[src/rtl/nvs_pkg.sv]
// Package: timing constants and states of the save/restore sequencer
package nvs_pkg;
  localparam int CLK_MHZ = 50;
  localparam int CLK_NS = 20;
  // Times in their own units, as printed
  localparam int RESTORE_MS_HI = 20;
  localparam int RESTORE_MS_LO = 40;
  localparam int WRITE_GRACE_NS = 25;
  localparam int CMD_ACT_US = 500;
  localparam int STROBE_MIN_NS = 15;
  localparam int STROBE_REL_US = 5;
  localparam int DRIVE_HIGH_NS = 500;
  localparam int SLEEP_MS = 8;
  localparam int WAKE_MS_HI = 20;
  localparam int WAKE_MS_LO = 40;
  localparam int STANDBY_US = 100;
  localparam int SPIKE_NS_STD = 50;
  localparam int SPIKE_NS_HS = 10;
  localparam int SAVE_MS = 8;
  localparam int RECALL_US = 600;
  // Cycle counts: longest times round down, minimum one
  localparam int RESTORE_CYC_HI = RESTORE_MS_HI * 1000 * CLK_MHZ;
  localparam int RESTORE_CYC_LO = RESTORE_MS_LO * 1000 * CLK_MHZ;
  localparam int GRACE_CYC = (WRITE_GRACE_NS / CLK_NS) < 1 ? 1 :
    WRITE_GRACE_NS / CLK_NS;
  localparam int CMD_ACT_CYC = CMD_ACT_US * CLK_MHZ;
  localparam int REL_CYC = STROBE_REL_US * CLK_MHZ;
  localparam int DRIVE_CYC = DRIVE_HIGH_NS / CLK_NS;
  localparam int SLEEP_CYC = SLEEP_MS * 1000 * CLK_MHZ;
  localparam int WAKE_CYC_HI = WAKE_MS_HI * 1000 * CLK_MHZ;
  localparam int WAKE_CYC_LO = WAKE_MS_LO * 1000 * CLK_MHZ;
  localparam int STANDBY_CYC = STANDBY_US * CLK_MHZ;
  localparam int SPIKE_CYC_STD = (SPIKE_NS_STD + CLK_NS - 1) / CLK_NS;
  localparam int SPIKE_CYC_HS = (SPIKE_NS_HS + CLK_NS - 1) / CLK_NS;
  localparam int SAVE_CYC = SAVE_MS * 1000 * CLK_MHZ;
  localparam int RECALL_CYC = RECALL_US * CLK_MHZ;
  localparam int CW = 22;
  // Software command codes
  localparam logic [1:0] CMD_SAVE = 2'h0;
  localparam logic [1:0] CMD_RECALL = 2'h1;
  localparam logic [1:0] CMD_SLEEP = 2'h2;
  typedef enum logic [8:0] {
    ST_RESTORE = 9'h001,
    ST_IDLE = 9'h002,
    ST_GRACE = 9'h004,
    ST_SAVE = 9'h008,
    ST_RECALL = 9'h010,
    ST_HOLD = 9'h020,
    ST_DRIVE = 9'h040,
    ST_SLEEP = 9'h080,
    ST_WAKE = 9'h100
  } nvs_state_t;
endpackage

[src/rtl/nvs_sequencer.sv]
// Save/restore sequencer of a nonvolatile static memory
module nvs_sequencer
  import nvs_pkg::*;
#(
  parameter int RESTORE_CYC_HI_P = nvs_pkg::RESTORE_CYC_HI,
  parameter int RESTORE_CYC_LO_P = nvs_pkg::RESTORE_CYC_LO,
  parameter int SAVE_CYC_P = nvs_pkg::SAVE_CYC,
  parameter int SLEEP_CYC_P = nvs_pkg::SLEEP_CYC,
  parameter int WAKE_CYC_HI_P = nvs_pkg::WAKE_CYC_HI,
  parameter int WAKE_CYC_LO_P = nvs_pkg::WAKE_CYC_LO,
  parameter int RECALL_CYC_P = nvs_pkg::RECALL_CYC
) (
  input wire logic clk_i,
  input wire logic rst_i,
  input wire logic low_volt_var_i,
  input wire logic supply_ok_i,
  input wire logic hw_save_strobe_pin_i,
  output logic hw_save_strobe_pin_o,
  output logic hw_save_strobe_pin_oe_o,
  input wire logic array_write_i,
  input wire logic cmd_valid_i,
  input wire logic [1:0] cmd_i,
  input wire logic wake_i,
  input wire logic bus_stop_i,
  input wire logic bus_start_i,
  input wire logic hs_mode_i,
  input wire logic scl_i,
  input wire logic sda_i,
  output logic scl_filt_o,
  output logic sda_filt_o,
  output logic access_inhibit_o,
  output logic array_write_en_o,
  output logic busy_o,
  output logic sleep_o,
  output logic standby_o,
  output logic save_pulse_o
);
  import nvs_pkg::*;

  nvs_state_t state, next_state;
  logic [CW-1:0] cnt, next_cnt;
  logic dirty, next_dirty;
  logic hw_req;
  logic [CW-1:0] restore_lim, wake_lim;
  logic access_inhibit, next_access_inhibit;
  logic write_en, next_write_en;
  logic drive, next_drive;
  logic save_pulse, next_save_pulse;
  logic sleep_q, next_sleep_q;
  logic [CW-1:0] sb_cnt, next_sb_cnt;
  logic standby, next_standby;
  logic [2:0] scl_cnt, next_scl_cnt, sda_cnt, next_sda_cnt;
  logic scl_f, next_scl_f, sda_f, next_sda_f;
  logic [2:0] spike_lim;

  // Save request from the strobe pin or from falling supply
  assign hw_req = !hw_save_strobe_pin_i || !supply_ok_i;
  assign restore_lim = low_volt_var_i ? CW'(RESTORE_CYC_LO_P - 1) :
    CW'(RESTORE_CYC_HI_P - 1);
  assign wake_lim = low_volt_var_i ? CW'(WAKE_CYC_LO_P - 1) :
    CW'(WAKE_CYC_HI_P - 1);
  assign spike_lim = hs_mode_i ? 3'(SPIKE_CYC_HS) : 3'(SPIKE_CYC_STD);

  always_comb begin
    next_state = state;
    next_cnt = cnt + 1'b1;
    next_dirty = dirty;
    next_drive = 1'b0;
    next_save_pulse = 1'b0;
    if (array_write_i && write_en) begin
      next_dirty = 1'b1;
    end
    case (state)
      ST_RESTORE: begin
        if (!supply_ok_i) begin
          next_cnt = '0;
        end else if (cnt >= restore_lim) begin
          next_state = ST_IDLE;
          next_dirty = 1'b0;
          next_drive = 1'b1;
          next_cnt = '0;
        end
      end
      ST_IDLE: begin
        next_cnt = '0;
        if (hw_req) begin
          next_state = ST_GRACE;
        end else if (cmd_valid_i) begin
          case (cmd_i)
            CMD_SAVE: next_state = ST_SAVE;
            CMD_RECALL: next_state = ST_RECALL;
            CMD_SLEEP: next_state = ST_SLEEP;
            default: next_state = ST_IDLE;
          endcase
        end
      end
      ST_GRACE: begin
        next_cnt = '0;
        if (cnt >= CW'(GRACE_CYC - 1)) begin
          // Clean array: no save, just hold until strobe is high with supply good
          next_state = (dirty || array_write_i) ? ST_SAVE : ST_HOLD;
          next_save_pulse = dirty || array_write_i;
        end else begin
          next_cnt = cnt + 1'b1;
        end
      end
      ST_SAVE: begin
        if (cnt >= CW'(SAVE_CYC_P - 1)) begin
          next_state = ST_HOLD;
          next_dirty = 1'b0;
          next_cnt = '0;
        end
      end
      ST_RECALL: begin
        if (cnt >= CW'(RECALL_CYC_P - 1)) begin
          next_state = ST_HOLD;
          next_dirty = 1'b0;
          next_cnt = '0;
        end
      end
      ST_HOLD: begin
        next_cnt = '0;
        if (!supply_ok_i) begin
          next_state = ST_HOLD;
        end else if (hw_save_strobe_pin_i) begin
          next_state = ST_DRIVE;
          next_drive = 1'b1;
        end
      end
      ST_DRIVE: begin
        next_state = ST_IDLE;
        next_cnt = '0;
      end
      ST_SLEEP: begin
        if (wake_i && sleep_q) begin
          next_state = ST_WAKE;
          next_cnt = '0;
        end else if (cnt >= CW'(SLEEP_CYC_P - 1)) begin
          next_cnt = cnt;
        end
      end
      ST_WAKE: begin
        if (cnt >= wake_lim) begin
          next_state = ST_IDLE;
          next_cnt = '0;
        end
      end
      default: begin
        next_state = ST_RESTORE;
        next_cnt = '0;
      end
    endcase
    // Supply loss during a restore restarts it
    if (!supply_ok_i && state inside {ST_RESTORE}) begin
      next_state = ST_RESTORE;
    end
    // Writes stay open only in idle with no save request; grace keeps them closed
    next_write_en = (next_state == ST_IDLE) && !hw_req;
    next_access_inhibit = (next_state != ST_IDLE) || !supply_ok_i ||
      hw_req;
    next_sleep_q = (state == ST_SLEEP) &&
      (sleep_q || cnt >= CW'(SLEEP_CYC_P - 1));
  end

  // Standby counter and input spike filters
  always_comb begin
    next_sb_cnt = sb_cnt;
    next_standby = standby;
    if (bus_start_i) begin
      next_sb_cnt = '0;
      next_standby = 1'b0;
    end else if (bus_stop_i) begin
      next_sb_cnt = CW'(STANDBY_CYC - 1);
    end else if (sb_cnt != '0) begin
      next_sb_cnt = sb_cnt - 1'b1;
      next_standby = (sb_cnt == CW'(1));
    end
    next_scl_cnt = '0;
    next_scl_f = scl_f;
    if (scl_i != scl_f) begin
      next_scl_cnt = scl_cnt + 1'b1;
      if (scl_cnt >= spike_lim) begin
        next_scl_f = scl_i;
        next_scl_cnt = '0;
      end
    end
    next_sda_cnt = '0;
    next_sda_f = sda_f;
    if (sda_i != sda_f) begin
      next_sda_cnt = sda_cnt + 1'b1;
      if (sda_cnt >= spike_lim) begin
        next_sda_f = sda_i;
        next_sda_cnt = '0;
      end
    end
  end

  always_ff @(posedge clk_i or posedge rst_i) begin
    if (rst_i) begin
      state <= ST_RESTORE;
      cnt <= '0;
      dirty <= 1'b0;
      access_inhibit <= 1'b1;
      write_en <= 1'b0;
      drive <= 1'b0;
      save_pulse <= 1'b0;
      sleep_q <= 1'b0;
      sb_cnt <= '0;
      standby <= 1'b1;
      scl_cnt <= '0;
      sda_cnt <= '0;
      scl_f <= 1'b1;
      sda_f <= 1'b1;
    end else begin
      state <= next_state;
      cnt <= next_cnt;
      dirty <= next_dirty;
      access_inhibit <= next_access_inhibit;
      write_en <= next_write_en;
      drive <= next_drive;
      save_pulse <= next_save_pulse;
      sleep_q <= next_sleep_q;
      sb_cnt <= next_sb_cnt;
      standby <= next_standby;
      scl_cnt <= next_scl_cnt;
      sda_cnt <= next_sda_cnt;
      scl_f <= next_scl_f;
      sda_f <= next_sda_f;
    end
  end

  // One-cycle drive keeps well under the high-drive limit
  assign hw_save_strobe_pin_o = drive;
  assign hw_save_strobe_pin_oe_o = drive;
  assign access_inhibit_o = access_inhibit;
  assign array_write_en_o = write_en;
  assign busy_o = access_inhibit;
  assign sleep_o = sleep_q;
  assign standby_o = standby;
  assign save_pulse_o = save_pulse;
  assign scl_filt_o = scl_f;
  assign sda_filt_o = sda_f;
endmodule

[config.mk]
export PLATFORM = sky130hd
export DESIGN_NAME = nvs_sequencer
export DESIGN_NICKNAME = d
export VERILOG_FILES = /design/src/rtl/nvs_pkg.sv /design/src/rtl/nvs_sequencer.sv
export SDC_FILE = /design/constraint.sdc
export NUM_CORES = 1
export LEC_CHECK = 0
export BUFFER_PORTS_ARGS = -buffer_cell sky130_fd_sc_hd__buf_2
export CAP_MARGIN = 30
export CORE_UTILIZATION = 50
export DETAILED_ROUTE_END_ITERATION = 8
export GPL_ROUTABILITY_DRIVEN = 0
export PLACE_DENSITY = 0.68
export SLEW_MARGIN = 40
export SYNTH_ARGS = -nofsm -noshare
export SYNTH_HDL_FRONTEND = slang
export SYNTH_SLANG_ARGS = --single-unit
export TNS_END_PERCENT = 50
[constraint.sdc]
create_clock -name clk_i -period 3.13 [get_ports clk_i]
set_clock_uncertainty 0.05 [all_clocks]
set_input_delay 0.1565 -clock clk_i [delete_from_list [all_inputs] [get_ports clk_i]]
set_output_delay 0.1565 -clock clk_i [all_outputs]
set_load 0.05 [all_outputs]
==> results of run 1 <==
worst paths after layout:
| path | start | endpoint |
|---|---|---|
| worst max-delay path | cnt[10] | cnt[0] |
| worst min-delay path | scl_i | scl_filt_o |
| worst max register to register | cnt[10] | cnt[0] |
| worst min register to register | sda_cnt[2] | sda_cnt[0] |
| max in group asynchronous | rst_i | cnt[16] |
| min in group asynchronous | rst_i | sda_cnt[1] |
power breakdown:
part / switching (uW) / total (uW) / internal (uW)
Clock: 360 / 650 / 291
Sequential: 46.0 / 987 / 941
Combinational: 196 / 329 / 133
logic make-up (layout without fill, tap and decap cells):
family / Yosys count / count (layout) / share of synthesized area (%)
compound gates: 81 / 81 / 14.0
xor+xnor: 37 / 37 / 7.92
fa+ha+maj: 14 / 14 / 4.28
buf+inv: 33 / 60 / 3.55
flops: 68 / 68 / 41.7
mux: 8 / 8 / 2.05
simple gates: 196 / 196 / 26.4
synth_stat cells, types with 4 or more instances:
master     count  area [um^2]
a21oi_1       17         85.1
nor4_1        14         87.6
or4_1          7         52.6
ha_1          14          175
o2111ai_1      5         43.8
dfstp_2        5          131
and2_1         7         43.8
xor2_1        23          201
o31ai_1        4         30.0
and4b_1        5         50.1
nor2_1        66          248
dfrtp_1       63         1580
xnor2_1       14          123
or2_2          5         31.3
nand4_1        6         37.5
nand3_1        4         20.0
nor3_1        13         65.1
nor2b_1       11         68.8
clkbuf_1      17         63.8
mux2i_1        5         50.1
o211ai_1       9         67.6
nand2b_1       6         37.5
inv_1         10         37.5
a31oi_1        5         31.3
and3_1        10         62.6
or3_1         12         75.1
nand2_1       15         56.3
a211oi_1       6         45.0
o21ai_0       13         65.1
flip-flops by register name, indices dropped and copies added (netlist names), 3 cells and up:
name and cells:
sda_cnt 3, sb_cnt 22, scl_cnt 3, cnt 22
state 9
worst max-delay path: cells and delay by family (launching register included):
kind            cells  cell delay, ps
flops               1             470
simple gates        3             670
compound gates      3             450
buf+inv             2             410
fa+ha+maj           1             320
timing repair:
action / in CTS / in global routing
hold endpoints to repair: 19 / 0
hold buffers: 3 / 0
setup buffers: 0 / 0
stage by stage:
step | cell area [um^2] | setup slack, ps | power [uW] | hold WS, ps | std cells
global placement | 4290 | 662 | 1320 | 130 | 547
CTS | 4500 | 669 | 2000 | 1.37 | 566
global route | 4500 | 412 | 2070 | 11.5 | 566
floorplan | 4090 | 851 | 1250 | 244 | 437
finish | 4500 | 643 | 1970 | 18.3 | 566
detailed placement | 4290 | 700 | 1330 | 139 | 547
per-layer routing:
layer  share of wire (%)  vias to the layer above  global-route usage (%)  routed length [um]
li1                    -                     1636                       -                   -
met1                  45                     1610                    28.0                3940
met2                  48                       83                    37.2                4160
met3                 4.9                       15                    4.76                 421
met4                 1.9                        0                    9.24                 161
met5                   0                        -                       0                   0
cell type report:
type,instances,area [um^2],share of cell area (%)
tap,102,128,2.84
clock buffer,9,124,2.76
multi-input combinational,336,2240,49.9
sequential,68,1710,38.0
clock inverter,7,52.6,1.17
inverter,10,37.5,0.835
timing repair buffer,34,203,4.51
==> run summary, run 1 <==
Slew HR: 57.7%
Total track usage: 22.3%
Die footprint: 0.00855 mm^2
Synth Register Bits: 68
Max stage delay on crit path: 470 ps
Crit-path cells: ha_1, nor4bb_1, nand4_1, nand3_1, o32ai_1, buf_4, a211oi_2, buf_4, o21ai_0
Largest net degree at the start of global routing: 49
CP max FO: 13
Share of cells above drive strength 1: 15.7%
Hold Path Class: in2reg
Unrepaired setup endpoints after global routing: false
Vias: 3,344
CTS buffer count: 9
Initial drt markers: 184
Core ar.: 0.00781 mm^2
Final #Nets: 488
Yosys Warn Count: 0
Leading cell type in the layout, fill and taps excluded: nor2_1
Dpl hpwl: 6.24 mm
Vias in the first global route: 3,234
Clock buffer depth: 2
Clk slew on worst S/H paths: 80 ps
CP startpoint kind: flop
# Max-Cap Violations: 0
# setup viols final: 0
CP Capture Type: flop
Crit path max-delay cell type: dfrtp_1
DR vias/cell: 5.91
Setup TNS: 0 ps
Hold depth: 2
H-tree levels: 3
Top FF cell, synth: dfrtp_1
Crit path top cell by count: buf_4
Initial Util: 52.4%
First-pass GRT wire length: 15.0 mm
Netlist cell types: 59
Max Clk Rate: 402 MHz
Crit path kind: reg2reg
CP arrival: 2670 ps
Final worst-path cycle share: 79.5%
Port-buffer cells: 24
Max VDD drop: 0.244 mV
CTS tree: built
# clock sinks: 68
Number of flops mapped to enable cells by yosys: 0
Post-CTS sizing: 0
Worst path required time: 3310 ps
Most frequent cells in the layout: 66 x nor2_1, 63 x dfrtp_1, 24 x buf_2, 23 x xor2_1, 17 x a21oi_1
Layout area overhead: 9.88%
Die X: 92.5 um
Post-Synthesis Cells: 437
Final worst path period need: 2490 ps
Core Util, Final: 57.6%
Synth async-reset ratio: 100%
Worst slew pin tran: 628 ps
DRT Pass-1 Iters: 5
Synthesized area per cell: 9.36 um^2
Die Ht: 92.5 um
Outcome: completed
Count of filler cells inserted in the layout: 715
Pwr Density: 437 mW/mm^2
Routed WL: 8.68 mm
Worst R2R Setup Slack: 640 ps
Post-synthesis instance area: 0.00409 mm^2
Mapped Nets: 466
Grt ovf: 0
Site row count: 32
Final ANT Viol Nets: 0
Final hold viol count: 0
Insertion delay to the later sink of the worst-skew pair: 350 ps
Fin. max-slew vios: 0
Initial antenna violation count: 0
DRC violations left: 0
Post-synthesis sequential area ratio: 41.7%
P_leak: 0.00199 uW
Root buffer selected by CTS: clkbuf_8
I/O pin total: 25
R2R cell count: 9
Routed length per instance: 15.3 um
Inserted Diodes: 0
Power figures use the tool's default switching activity.
==> run 2: changes to the inputs <==
--- a/config.mk
+++ b/config.mk
@@ -5,12 +5,13 @@
 export SDC_FILE = /design/constraint.sdc
 export NUM_CORES = 1
 export LEC_CHECK = 0
+export ABC_AREA = 1
 export BUFFER_PORTS_ARGS = -buffer_cell sky130_fd_sc_hd__buf_2
 export CAP_MARGIN = 30
 export CORE_UTILIZATION = 50
 export DETAILED_ROUTE_END_ITERATION = 8
 export GPL_ROUTABILITY_DRIVEN = 0
-export PLACE_DENSITY = 0.68
+export PLACE_DENSITY = 0.67
 export SLEW_MARGIN = 40
 export SYNTH_ARGS = -nofsm -noshare
 export SYNTH_HDL_FRONTEND = slang
==> constraint.sdc (replaced) <==
create_clock -name clk_i -period 2.5 [get_ports clk_i]
set_clock_uncertainty 0.05 [all_clocks]
set_input_delay 0.125 -clock clk_i [delete_from_list [all_inputs] [get_ports clk_i]]
set_output_delay 0.125 -clock clk_i [all_outputs]
set_load 0.05 [all_outputs]
==> run 2 against run 1 <==
Against the previous run:
- via count rose by 17%
- design area rose by 13%
- setup slack got worse by 200 ps
- die area rose by 13%
- critical endpoint is now cnt[19]
==> run summary, run 2 <==
Die Ht: 98.3 um (was 92.5 um)
Top FF cell, synth: dfrtp_1 (unchanged)
Post-synthesis sequential area ratio: 36.9% (was 41.7%)
Crit-path cells: ha_1, inv_1, nor2_1, nand2_1, nand2_1, nand2_1, nand2_1, nand2_1, nand3_2, nand2_2, nor2_8, nor2_1 (was ha_1, nor4bb_1, nand4_1, nand3_1, o32ai_1, buf_4, a211oi_2, buf_4, o21ai_0)
Inserted Diodes: 0 (unchanged)
Crit path kind: reg2reg (unchanged)
Leading cell type in the layout, fill and taps excluded: nand2_1 (was nor2_1)
P_leak: 0.00256 uW (was 0.00199 uW)
Top delay family on crit path: simple AND/OR/NAND/NOR gates (unchanged)
Share of cells above drive strength 1: 21.2% (was 15.7%)
CP arrival: 2220 ps (was 2670 ps)
Mapped Nets: 637 (was 466)
Largest area contributor in the netlist: dfrtp_1 (unchanged)
# Max-Cap Violations: 0 (unchanged)
Fin. max-slew vios: 0 (unchanged)
Synthesized area per cell: 7.62 um^2 (was 9.36 um^2)
Max Clk Rate: 486 MHz (was 402 MHz)
Site row count: 34 (was 32)
Max stage delay on crit path: 480 ps (was 470 ps)
H-tree levels: 3 (unchanged)
DR vias/cell: 5.24 (was 5.91)
Max VDD drop: 0.551 mV (was 0.244 mV)
Outcome: completed (unchanged)
Switching share of power: 27.8% (was 30.6%)
Grt ovf: 0 (unchanged)
Crit path max-delay cell type: dfrtp_1 (unchanged)
Synth Register Bits: 68 (unchanged)
Insertion delay to the later sink of the worst-skew pair: 340 ps (was 350 ps)
Most frequent cell after synthesis: nand2_1 (was nor2_1)
Initial drt markers: 218 (was 184)
Root buffer selected by CTS: clkbuf_8 (unchanged)
CP Capture Type: flop (unchanged)
Initial Util: 52.3% (was 52.4%)
Synth async-reset ratio: 100% (unchanged)
Sequential share of power: 43.7% (was 50.2%)
Synth top cells by count: 116 x nand2_1, 87 x nor2_1, 78 x inv_1, 63 x dfrtp_1, 37 x nand3_1 (was 66 x nor2_1, 63 x dfrtp_1, 23 x xor2_1, 17 x a21oi_1, 17 x clkbuf_1)
Worst slew pin tran: 485 ps (was 628 ps)
Initial antenna violation count: 0 (unchanged)
Switching power: 784 uW (was 601 uW)
DRT Pass-1 Iters: 7 (was 5)
First-pass GRT wire length: 17.4 mm (was 15.0 mm)
Post-Synthesis Cells: 608 (was 437)
CP max FO: 15 (was 13)
Routed length per instance: 13.2 um (was 15.3 um)
Final worst path period need: 2060 ps (was 2490 ps)
Most frequent cells in the layout: 116 x nand2_1, 87 x nor2_1, 77 x inv_1, 63 x dfrtp_1, 37 x nand3_1 (was 66 x nor2_1, 63 x dfrtp_1, 24 x buf_2, 23 x xor2_1, 17 x a21oi_1)
Slew HR: 67.6% (was 57.7%)
CP startpoint kind: flop (unchanged)
DRC violations left: 0 (unchanged)
Dpl hpwl: 7.63 mm (was 6.24 mm)
Yosys Warn Count: 0 (unchanged)
Number of flops mapped to enable cells by yosys: 0 (unchanged)
Final #Nets: 665 (was 488)
Unrepaired setup endpoints after global routing: false (unchanged)
Most area-consuming cells after synthesis: dfrtp_1 34%, nand2_1 9.4%, nor2_1 7.1%, inv_1 6.3%, nand3_1 4.0% (was dfrtp_1 39%, nor2_1 6.1%, xor2_1 4.9%, ha_1 4.3%, dfstp_2 3.2%)
Post-synthesis instance area: 0.00463 mm^2 (was 0.00409 mm^2)
Hold_ws: 20.0 ps (was 18.3 ps)
Synth top area share: 34.0% (was 38.5%)
Die X: 98.3 um (was 92.5 um)
# setup viols final: 0 (unchanged)
Crit path top cell by count: nand2_1 (was buf_4)
Crit path buf inv count: 1 (was 2)
I/O pin total: 25 (unchanged)
Power Internal: 2040 uW (was 1370 uW)
Netlist cell types: 49 (was 59)
Clk slew on worst S/H paths: 80 ps (about the same)
Vias in the first global route: 3,794 (was 3,234)
Worst path required time: 2660 ps (was 3310 ps)
Total track usage: 22.4% (was 22.3%)
CTS tree: built (unchanged)
Die footprint: 0.00965 mm^2 (was 0.00855 mm^2)
Biggest regs: cnt: 22 flops, sb_cnt: 22 flops, state: 9 flops (unchanged)
Final hold viol count: 0 (unchanged)
Port-buffer cells: 24 (unchanged)
Layout area overhead: 9.70% (was 9.88%)
Comb power frac: 16.1% (was 16.7%)
Final ANT Viol Nets: 0 (unchanged)
CTS buffer count: 9 (unchanged)
Clock share of power: 40.2% (was 33.1%)
Core ar.: 0.00885 mm^2 (was 0.00781 mm^2)
Vias: 3,924 (was 3,344)
Routed WL: 9.92 mm (was 8.68 mm)
Pwr Density: 555 mW/mm^2 (was 437 mW/mm^2)
Clock buffer depth: 2 (unchanged)
Hold Path Class: in2reg (unchanged)
Final worst-path cycle share: 82.4% (was 79.5%)
Largest net degree at the start of global routing: 27 (was 49)
# clock sinks: 68 (unchanged)
Setup TNS: 0 ps (unchanged)
run 2: area by class of cell:
| type | count | area (um^2) |
|---|---|---|
| timing repair buffer | 30 | 173 |
| tap | 108 | 135 |
| multi-input combinational | 436 | 2470 |
| clock buffer | 10 | 138 |
| sequential | 68 | 1710 |
| inverter | 91 | 342 |
| fill | 842 | 3770 |
| clock inverter | 6 | 111 |
run 2: cells by family after synthesis:
group,count (synthesis),share of synthesized area (%)
DFF,68,36.9
xor gates and xnor gates,21,3.97
adders and majority gates,14,3.78
and+or+nand+nor,340,37.5
buffers and inverters,104,9.70
muxes,3,0.729
AOI/OAI and AO/OA,58,7.40
run 2: repair_timing:
item,4_1_cts,5_1_grt
buffers inserted,0,0
gates resized for setup,0,0
hold buffers,3,0
endpoints found under the hold margin,20,0
run 2: power by group through the flow:
stage	logic, uW	clock network, uW	registers, uW
after floorplan	299	0	1310
after global placement	441	0	1250
after detailed placement	455	0	1250
after CTS	460	1160	1230
after global routing	519	1200	1240
final	454	1130	1230
run 2: layer usage:
metal	vias to the layer above	wire, um	track usage [%]	share of wire, %
met3	10	312	3.08	3.1
met5	-	0	0	0
met2	62	4640	36.1	47
met4	0	109	7.69	1.1
met1	1855	4850	31.0	49
li1	1997	-	-	-
run 2: worst paths after layout:
| kind | from | end | slack [ps] | depth (start not counted) |
|---|---|---|---|---|
| setup / recovery | cnt[9] | cnt[19] | 440 | 12 |
| hold / removal | bus_stop_i | sb_cnt[13] | 20 | 2 |
| setup reg to reg | cnt[9] | cnt[19] | 440 | 12 |
| hold reg to reg | scl_cnt[0] | scl_cnt[0] | 420 | 1 |
| max in group asynchronous | rst_i | state[0] | 1330 | 4 |
| min in group asynchronous | rst_i | sb_cnt[20] | 310 | 3 |
run 2: stage by stage:
step                cells  util [%]  worst slack, ps  total power (uW)  cell area (um^2)
CTS                   749      57.4              418              2850              5080
detailed placement    730      54.3              442              1710              4800
global route          749      57.4              193              2970              5080
floorplan             608         -              622              1600              4630
global placement      730      54.3              453              1690              4800
finish                749      57.4              441              2820              5080
